[src/pls_pkg.sv]
// shared constants and types for the pll lock-status link
package pls_pkg;
  localparam int CLK_PERIOD_NS = 100;
  localparam int CL_PERIOD_NS = 800;
  localparam int CL_HALF_CYC = (CL_PERIOD_NS / 2 + CLK_PERIOD_NS - 1) / CLK_PERIOD_NS;
  localparam int DIV_W = 16;
  localparam int FRAME_BITS = 20;
  localparam int DZ_POS = 16;
  localparam int DO_SEL_POS = 18;
  localparam int IF_REQ_POS = 20;
  localparam int LOCK_WIN_CYC = 2;
  localparam int DZ_NARROW_CYC = 1;
  localparam int DZ_WIDE_CYC = 3;
  localparam int READS_VALID = 2;
  localparam logic [7:0] REG_CTRL = 8'h00;
  localparam logic [7:0] REG_STATUS = 8'h04;
  localparam logic [7:0] REG_IRQ_STAT = 8'h08;
  localparam logic [7:0] REG_IRQ_MASK = 8'h0C;
  localparam logic [7:0] REG_SETTLE = 8'h10;
  localparam int ST_BUSY = 0;
  localparam int ST_UNLOCK = 1;
  localparam int ST_VALID = 2;
  localparam int ST_SETTLED = 3;
  localparam int ST_DO = 4;
  localparam int IRQ_DONE = 0;
  localparam int IRQ_UNLOCK = 1;
  localparam logic [31:0] SETTLE_RST = 32'h0000_4E20;
  localparam logic [31:0] CTRL_RST = 32'h0000_0000;
  typedef enum logic [1:0] {
    dz_mode_none_a = 2'b00,
    dz_mode_none_b = 2'b01,
    dz_mode_narrow = 2'b10,
    dz_mode_wide = 2'b11
  } pls_dz_t;
  typedef enum logic [1:0] {
    do_serial = 2'b00,
    do_lock = 2'b01,
    do_if_done = 2'b10,
    do_in_pin = 2'b11
  } pls_do_t;
endpackage : pls_pkg

[src/pls_link_if.sv]
// three-wire serial link plus data-out line between controller and synthesizer
`timescale 1ns/1ps
interface pls_link_if;
  logic ce;
  logic cl;
  logic di;
  logic do_line;
  modport device (input ce, input cl, input di, output do_line);
  modport ctrl (output ce, output cl, output di, input do_line);
endinterface : pls_link_if

[src/pls_lock_det.sv]
// phase comparator with dead-zone control and per-period unlock detection
`timescale 1ns/1ps
module pls_lock_det import pls_pkg::*; #(
  parameter int WIN = LOCK_WIN_CYC
) (
  // clock and reset
  input wire logic pclk,
  input wire logic presetn,
  // edges and mode
  input wire logic fref_edge,
  input wire logic fp_edge,
  input wire pls_dz_t dz_mode,
  // results
  output logic unlock_pulse_q,
  output logic locked_q,
  output logic pump_up_q,
  output logic pump_dn_q
);
  logic up_pend_q, dn_pend_q, bad_q, fp_seen_q, kick_q;
  logic [3:0] w_q;
  wire on_on = (dz_mode == dz_mode_none_a) || (dz_mode == dz_mode_none_b);
  wire [3:0] thr = (dz_mode == dz_mode_wide) ? 4'(DZ_WIDE_CYC) :
                   (dz_mode == dz_mode_narrow) ? 4'(DZ_NARROW_CYC) : 4'h0;
  wire pend = up_pend_q | dn_pend_q;
  wire up_d = fref_edge & ~fp_edge & ~dn_pend_q | up_pend_q & ~fp_edge;
  wire dn_d = fp_edge & ~fref_edge & ~up_pend_q | dn_pend_q & ~fref_edge;
  // phase error past the window marks the period bad
  wire too_wide = pend && (w_q >= 4'(WIN));
  wire period_bad = bad_q | too_wide | ~fp_seen_q;
  always_ff @(posedge pclk or negedge presetn) begin
    if (!presetn) begin
      up_pend_q <= 1'b0;
      dn_pend_q <= 1'b0;
      w_q <= 4'h0;
      bad_q <= 1'b0;
      fp_seen_q <= 1'b0;
      unlock_pulse_q <= 1'b0;
      locked_q <= 1'b0;
      kick_q <= 1'b0;
      pump_up_q <= 1'b0;
      pump_dn_q <= 1'b0;
    end else begin
      up_pend_q <= up_d;
      dn_pend_q <= dn_d;
      w_q <= (up_d | dn_d) ? ((w_q == 4'hF) ? w_q : w_q + 4'h1) : 4'h0;
      // one decision per reference period
      unlock_pulse_q <= fref_edge & period_bad;
      if (fref_edge) begin
        locked_q <= ~period_bad;
        bad_q <= 1'b0;
        fp_seen_q <= fp_edge;
      end else begin
        bad_q <= bad_q | too_wide;
        fp_seen_q <= fp_seen_q | fp_edge;
      end
      kick_q <= fref_edge & on_on;
      // on/on pumps both sides every period even when in phase
      pump_up_q <= (up_pend_q & (w_q >= thr)) | kick_q;
      pump_dn_q <= (dn_pend_q & (w_q >= thr)) | kick_q;
    end
  end
endmodule : pls_lock_det

[src/pls_dev_end.sv]
// synthesizer end: serial control latch, sticky unlock flag, data-out selection
// Functional notes
// - judge lock once per reference period
// - controller waits two periods after divisor change
// - unlock flag sticks until next transfer
// - controller ignores first readout after divisor change
// - direct lock output high locked, low unlocked
// - two bits pick four dead-zone modes
// - no-dead-zone modes pulse even when locked
// - controller prefers dead zone for modest needs; the controller passes the mode field from software through unchanged
// - data-out may show count done or lock
// - data-out may mirror general input pin
// - controller enables IF only with station detect
// - control data takes effect on enable fall
`timescale 1ns/1ps
module pls_dev_end import pls_pkg::*; #(
  parameter int FBITS = FRAME_BITS
) (
  // clock and reset
  input wire logic pclk,
  input wire logic presetn,
  // serial link
  pls_link_if.device link,
  // synthesizer pins
  input wire logic fref_pin,
  input wire logic fp_pin,
  input wire logic if_done_pin,
  input wire logic in_pin,
  // control outputs
  output logic [DIV_W-1:0] divisor_q,
  output logic dead_zone_sel_hi,
  output logic dead_zone_sel_lo,
  output logic pump_up,
  output logic pump_dn,
  output logic unlock_flag
);
  localparam int NS = 7;
  logic [NS-1:0] s1_q, s2_q, s3_q;
  wire [NS-1:0] raw = {in_pin, if_done_pin, fp_pin, fref_pin, link.di, link.cl, link.ce};
  genvar g;
  generate
    for (g = 0; g < NS; g++) begin : g_sync
      always_ff @(posedge pclk or negedge presetn) begin
        if (!presetn) begin
          s1_q[g] <= 1'b0;
          s2_q[g] <= 1'b0;
          s3_q[g] <= 1'b0;
        end else begin
          s1_q[g] <= raw[g];
          s2_q[g] <= s1_q[g];
          s3_q[g] <= s2_q[g];
        end
      end
    end
  endgenerate
  wire ce = s2_q[0];
  wire ce_rise = s2_q[0] & ~s3_q[0];
  wire ce_fall = ~s2_q[0] & s3_q[0];
  wire cl_rise = s2_q[1] & ~s3_q[1];
  wire di = s2_q[2];
  wire fref_edge = s2_q[3] & ~s3_q[3];
  wire fp_edge = s2_q[4] & ~s3_q[4];
  wire if_done = s2_q[5];
  wire in_lvl = s2_q[6];

  logic [FBITS-1:0] shift_q;
  logic [5:0] cnt_q;
  logic rd_bit_q, unlock_flag_q;
  pls_dz_t dz_q;
  pls_do_t do_sel_q;
  logic do_q;
  logic unlock_pulse, locked, up_w, dn_w;

  pls_lock_det u_det (
    .pclk(pclk),
    .presetn(presetn),
    .fref_edge(fref_edge),
    .fp_edge(fp_edge),
    .dz_mode(dz_q),
    .unlock_pulse_q(unlock_pulse),
    .locked_q(locked),
    .pump_up_q(up_w),
    .pump_dn_q(dn_w)
  );

  // short or long frames are dropped whole rather than half applied
  wire frame_ok = ce_fall && (cnt_q == 6'(FBITS));
  wire pls_do_t do_new = pls_do_t'(shift_q[DO_SEL_POS +: 2]);
  wire pls_dz_t dz_new = pls_dz_t'(shift_q[DZ_POS +: 2]);
  wire do_d = (do_sel_q == do_serial) ? (ce & rd_bit_q) :
              (do_sel_q == do_lock) ? locked :
              (do_sel_q == do_if_done) ? if_done : in_lvl;

  always_ff @(posedge pclk or negedge presetn) begin
    if (!presetn) begin
      shift_q <= '0;
      cnt_q <= 6'h00;
      rd_bit_q <= 1'b0;
    end else begin
      if (ce_rise) begin
        cnt_q <= 6'h00;
        rd_bit_q <= unlock_flag_q;
      end else if (ce && cl_rise) begin
        shift_q <= {di, shift_q[FBITS-1:1]};
        cnt_q <= (cnt_q == 6'h3F) ? cnt_q : cnt_q + 6'h01;
      end
    end
  end

  always_ff @(posedge pclk or negedge presetn) begin
    if (!presetn) begin
      divisor_q <= '0;
      dz_q <= dz_mode_none_a;
      do_sel_q <= do_serial;
    end else if (frame_ok) begin
      divisor_q <= shift_q[DIV_W-1:0];
      dz_q <= dz_new;
      do_sel_q <= do_new;
    end
  end

  // a fresh unlock in the clearing cycle wins over the clear
  always_ff @(posedge pclk or negedge presetn) begin
    if (!presetn) begin
      unlock_flag_q <= 1'b0;
    end else if (unlock_pulse) begin
      unlock_flag_q <= 1'b1;
    end else if (ce_fall) begin
      unlock_flag_q <= 1'b0;
    end
  end

  always_ff @(posedge pclk or negedge presetn) begin
    if (!presetn) begin
      do_q <= 1'b0;
      pump_up <= 1'b0;
      pump_dn <= 1'b0;
      dead_zone_sel_hi <= 1'b0;
      dead_zone_sel_lo <= 1'b0;
      unlock_flag <= 1'b0;
    end else begin
      do_q <= do_d;
      pump_up <= up_w;
      pump_dn <= dn_w;
      dead_zone_sel_hi <= dz_q[1];
      dead_zone_sel_lo <= dz_q[0];
      unlock_flag <= unlock_flag_q;
    end
  end
  assign link.do_line = do_q;
endmodule : pls_dev_end

[src/flat_wrapper.sv]
// flat-port wrapper written by rule: the top's interface ports become plain ports
module pls_dev_end_flat import pls_pkg::*;
#(
  parameter int FBITS = FRAME_BITS
)
  (pclk, presetn, fref_pin, fp_pin, if_done_pin, in_pin, divisor_q, dead_zone_sel_hi, dead_zone_sel_lo, pump_up, pump_dn, unlock_flag, link_ce, link_cl, link_di, link_do_line);
  pls_link_if link_i ();
  input wire logic pclk;
  input wire logic presetn;
  input wire logic fref_pin;
  input wire logic fp_pin;
  input wire logic if_done_pin;
  input wire logic in_pin;
  output logic [DIV_W-1:0] divisor_q;
  output logic dead_zone_sel_hi;
  output logic dead_zone_sel_lo;
  output logic pump_up;
  output logic pump_dn;
  output logic unlock_flag;
  input wire logic [$bits(link_i.ce)-1:0] link_ce;
  input wire logic [$bits(link_i.cl)-1:0] link_cl;
  input wire logic [$bits(link_i.di)-1:0] link_di;
  output wire logic [$bits(link_i.do_line)-1:0] link_do_line;
  assign link_i.ce = link_ce;
  assign link_i.cl = link_cl;
  assign link_i.di = link_di;
  assign link_do_line = link_i.do_line;
  pls_dev_end #(.FBITS(FBITS)) u_core (.pclk(pclk), .presetn(presetn), .link(link_i), .fref_pin(fref_pin), .fp_pin(fp_pin), .if_done_pin(if_done_pin), .in_pin(in_pin), .divisor_q(divisor_q), .dead_zone_sel_hi(dead_zone_sel_hi), .dead_zone_sel_lo(dead_zone_sel_lo), .pump_up(pump_up), .pump_dn(pump_dn), .unlock_flag(unlock_flag));
endmodule
[config.mk]
export PLATFORM = sky130hd
export DESIGN_NAME = pls_dev_end_flat
export DESIGN_NICKNAME = d
export VERILOG_FILES = /design/src/pls_pkg.sv /design/src/pls_link_if.sv /design/src/pls_lock_det.sv /design/src/pls_dev_end.sv /design/src/flat_wrapper.sv
export SDC_FILE = /design/constraint.sdc
export NUM_CORES = 1
export LEC_CHECK = 0
export BUFFER_PORTS_ARGS = -buffer_cell sky130_fd_sc_hd__buf_2
export CAP_MARGIN = 20
export CORE_ASPECT_RATIO = 1.4
export CORE_MARGIN = 2
export CORE_UTILIZATION = 50
export CTS_CLUSTER_DIAMETER = 150
export DETAILED_ROUTE_END_ITERATION = 6
export PLACE_DENSITY = 0.69
export SLEW_MARGIN = 10
export SYNTH_ARGS = -nofsm -noshare
export SYNTH_HDL_FRONTEND = slang
export SYNTH_SLANG_ARGS = --single-unit
[constraint.sdc]
create_clock -name pclk -period 2.3 [get_ports pclk]
set_clock_uncertainty 0.2 [all_clocks]
set_input_delay 0.345 -clock pclk [delete_from_list [all_inputs] [get_ports pclk]]
set_output_delay 0.345 -clock pclk [all_outputs]
set_load 0.005 [all_outputs]
==> results.md <==
- In this run, placement finished with an instance count of 317.
- The via density per instance is 5.21.
- The routed via count is 1775.
- After detailed routing, the number of remaining DRC violations is 0.
- The design draws 0.00318 W.
- Hold timing on the final database bottoms out at a slack of 0.153 ns.
- The post-synthesis instance area is 3240 sq um.
- After floorplanning, the core was sized to cover 6250 sq um.
- The synthesized area per cell is roughly 15 sq um.
- At the end of the flow the core is filled with cells to 60.5%.
- Synthesis inferred between 80 and 90 register bits.
- The share of the yosys chip area belonging to registers is 65.7%.
- The CTS sink count is 85.
- The initial antenna violation count is 0.
- The launching element of the worst setup path is u_core.cnt_q[0].
- Dividing total power by cell area gives a power density of 840 nW/um^2.
- The post-DP HPWL is 3.13 mm.
- STA classifies the critical path endpoint as a flop.
- The relative max-transition margin is 72.2%.
- Summed over all nets, wire length on met2 after detailed routing comes to 2.40 mm.
- Once layout is complete, the cells apart from fillers number 341.
- The chip height is 99.2 um.
- The per-cell routed wire length is 14.3 um.
- The startpoint identified for the worst register-to-register timing path is u_core.cnt_q[0].
- The number of ports placed on the die boundary is 31.
- The worst reg2reg path endpoint is u_core.divisor_q[9].
- The number of clock buffers added by TritonCTS is 9.
- The latest clock arrival within the worst-skew pair is 0.35 ns.
- The fraction of the cycle the final worst path needs is 84.9%.
- Across all register-to-register paths, the minimum setup slack is between 0.3 and 0.4 ns.
- Of the post-synthesis cell area, the dominant cell type holds around two thirds.
- dfrtp_1 takes more of the synthesized area than any other cell.
- The synthesized netlist net count is 234.
- The clock network power share is ~37%.
- For this design the total switching power over the nets is 0.000765 W.
- The count of H-tree levels built during CTS is 3.
- The number of nets at the end of the flow is 279.
- The worst setup path is launched from a flop.
- The capturing element of the worst setup path is u_core.divisor_q[9].
- Cell internal power was estimated by the tool at 0.00241 W.
- The post-layout minimum cycle time is 1.95 ns.
- The unique cell type count in the Yosys netlist is 37.
- The global-route wire length before repair is 8.34 mm.
- The switching portion of total power is around a quarter.
- The cell row count is 34.
- The initial utilization of the core area, before any placement, comes to 51.8%.
- By area the synthesized netlist is led by dfrtp_1, mux2_4, mux2_2, ha_1, nand2_1.
- The max-slew violation count came to 0.
- Measured in cells, the most critical reg-to-reg path has a length of 5.
- The overall routing resource usage is 15.4%.
- Counting the fill cells in the layout gives 467.
- In this run the horizontal extent of the chip is between 70 and 80 um.
- Setup violations remaining at the end of the flow were counted as 0.
- The top achievable clock speed is 512 MHz.
- TritonCTS built the clock tree.
- The commonest cells after synthesis are dfrtp_1, mux2_4, mux2_2, nand2_1, nor2_1.
- Of the total power, registers draw 54.0%.
- In this run the tool buffered the top-level ports with 30 buffer cells.
- The maximum fanout encountered on the critical timing path is 20.
- The amount of wire on met3 after detailed routing is 148 um.
- The path class of the tightest hold or removal check is flop to flop.
- The setup path with the least slack is of type flop to flop.
- In this run the clock root is driven by a clkbuf_8.
- The proportion of synthesized flip-flops having asynchronous set or reset is 100%.
- The clock passes through at most 2 buffers.
- The critical path data arrival time is roughly 2.0 ns.
- In the final routing, the length of wire on met1 measures 2.22 mm.
- By instance count, the leading cell after synthesis is dfrtp_1.
- The number of enable-type register cells in the synthesized netlist is 0.
- The required time of the critical path is about 2.3 ns.
- The overflow left after global routing is 0.
- The antenna cell count is 0.
- IR analysis of the VDD net gives a maximum drop of 0.589 mV.
- The most frequently used flop master after synthesis is dfrtp_1.
- For this block, the routed nets add up to 4.88 mm of wire.
- Once detail routing completed, the nets flagged for antenna violations numbered 0.
- The violation count after the first detailed-route iteration is 108.
- At the pin with the least slew margin, the transition time is 0.417 ns.
- The length of the first detailed-routing pass in iterations is 4.
- In the final layout, the share of cells above drive strength 1 is approximately a third.
- The post-CTS resize count is 0.
- The relative contribution of combinational cells to total power is 9.0%.
- The analysis attributes to cell leakage a power of ~2 nW.
- The CTS clock-pin slew for the worst setup and hold paths is 0.09 ns.
- The via count of the first global-routing pass is 1800.
- The hold violation count in the final report is 0.
- Setup repair after global routing left no endpoint under its margin.
- The highest metal layer with signal wires is met4.
- The gate count of the mapped netlist is between 200 and 250.
- The flow ran to the end, and the final reports show no timing, DRC or antenna violations.
- The area growth from synthesis to final layout is 16.8%.
- The count of synthesis-stage warnings from yosys is 0.
- The number of setup buffers added after CTS is 0.
- The area of the die is 7150 sq um.
- At the end of routability-driven placement, the weighted congestion stood at 0.748.
- The hold-fix buffer count after cts is 8.
- The largest net degree at the start of global routing is 40.
- After routing, the total negative slack on setup checks comes to 0 ns.
- Max-cap violations in this run came to 0.
==> worst min-delay path by stage <==
stage / depth (start not counted) / end / startpoint
floorplan: 0 / u_core.ce / presetn
global placement: 1 / u_core.s3_q[1] / presetn
detailed placement: 1 / u_core.s3_q[1] / presetn
CTS: 0 / u_core.s2_q[4] / u_core.s1_q[4]
global route: 0 / u_core.pump_up / u_core.u_det.pump_up_q
finish: 0 / u_core.pump_up / u_core.u_det.pump_up_q
==> critical path, stage by stage (launching register included) <==
cell and delay (ns):
dfrtp_1 0.42, inv_1 0.10, ha_1 0.16, nand3b_1 0.07, or3_4 0.52, mux2_4 0.36
==> placed cells by master, fill, tap and decap left out, types with 2 or more instances in the layout <==
| cell | count |
|---|---|
| nand2_1 | 16 |
| mux2_2 | 18 |
| o21ai_0 | 3 |
| buf_4 | 3 |
| o21ai_1 | 2 |
| inv_1 | 7 |
| nor2_1 | 8 |
| inv_6 | 2 |
| nand4_1 | 3 |
| o21bai_1 | 2 |
| dlygate4sd3_1 | 8 |
| mux2_1 | 2 |
| xnor2_1 | 2 |
| clkbuf_8 | 10 |
| a221oi_1 | 2 |
| nand3_1 | 4 |
| nor3_1 | 2 |
| buf_2 | 29 |
| a21o_1 | 3 |
| dfrtp_1 | 85 |
| nand2b_1 | 6 |
| a21oi_1 | 5 |
| nand3b_1 | 2 |
| mux2_4 | 20 |
| bufinv_16 | 2 |
| mux2i_1 | 2 |
| ha_1 | 6 |
==> area by class of cell <==
| type | instances | area (sq um) | share of cell area (%) |
|---|---|---|---|
| Clock buffer | 10 | 138 | 3.64 |
| Multi-Input combinational cell | 120 | 1040 | 27.5 |
| Clock inverter | 6 | 93.8 | 2.48 |
| Tap cell | 72 | 90.1 | 2.38 |
| Timing Repair Buffer | 41 | 268 | 7.08 |
| Inverter | 7 | 26.3 | 0.694 |
| Sequential cell | 85 | 2130 | 56.2 |
==> registers in the layout, summed over array words and instances, names as in the netlist, 2 cells and up <==
name / flops
u_core.cnt_q: 6
u_core.divisor_q: 16
u_core.do_sel_q: 2
u_core.dz_q: 2
u_core.s1_q: 7
u_core.s2_q: 3
u_core.s3_q: 4
u_core.shift_q: 20
u_core.u_det.w_q: 4
==> metal layers <==
layer / GRT usage, % / vias to the layer above
li1: - / 843
met1: 19.8 / 885
met2: 24.1 / 35
met3: 3.04 / 12
met4: 9.14 / 0
met5: 0 / -
==> per-stage QoR <==
| stage | instance area (sq um) | setup WS, ns |
|---|---|---|
| 2_1_floorplan | 3240 | 0.522 |
| 3_3_place_gp | 3470 | 0.411 |
| 3_5_place_dp | 3470 | 0.337 |
| 4_1_cts | 3780 | 0.336 |
| 5_1_grt | 3780 | 0.253 |
| 6_report | 3780 | 0.346 |
==> power groups by stage <==
stage	logic (W)	registers [W]	clock network (W)
floorplan	0.000182	0.00172	0
global placement	0.000270	0.00174	0
detailed placement	0.000278	0.00175	0
CTS	0.000293	0.00172	0.00121
global route	0.000338	0.00174	0.00126
finish	0.000286	0.00172	0.00118
==> kinds of logic after synthesis <==
kind of cell / synth area share (%)
AO/OA/AOI/OAI: 3.90
buffers and inverters: 2.20
XOR/XNOR: 0.541
adder cells (fa/ha/maj): 2.32
multiplexers: 17.5
AND/OR/NAND/NOR: 7.84
flip-flops: 65.7
No activity file was read; power rests on OpenSTA's default activity.
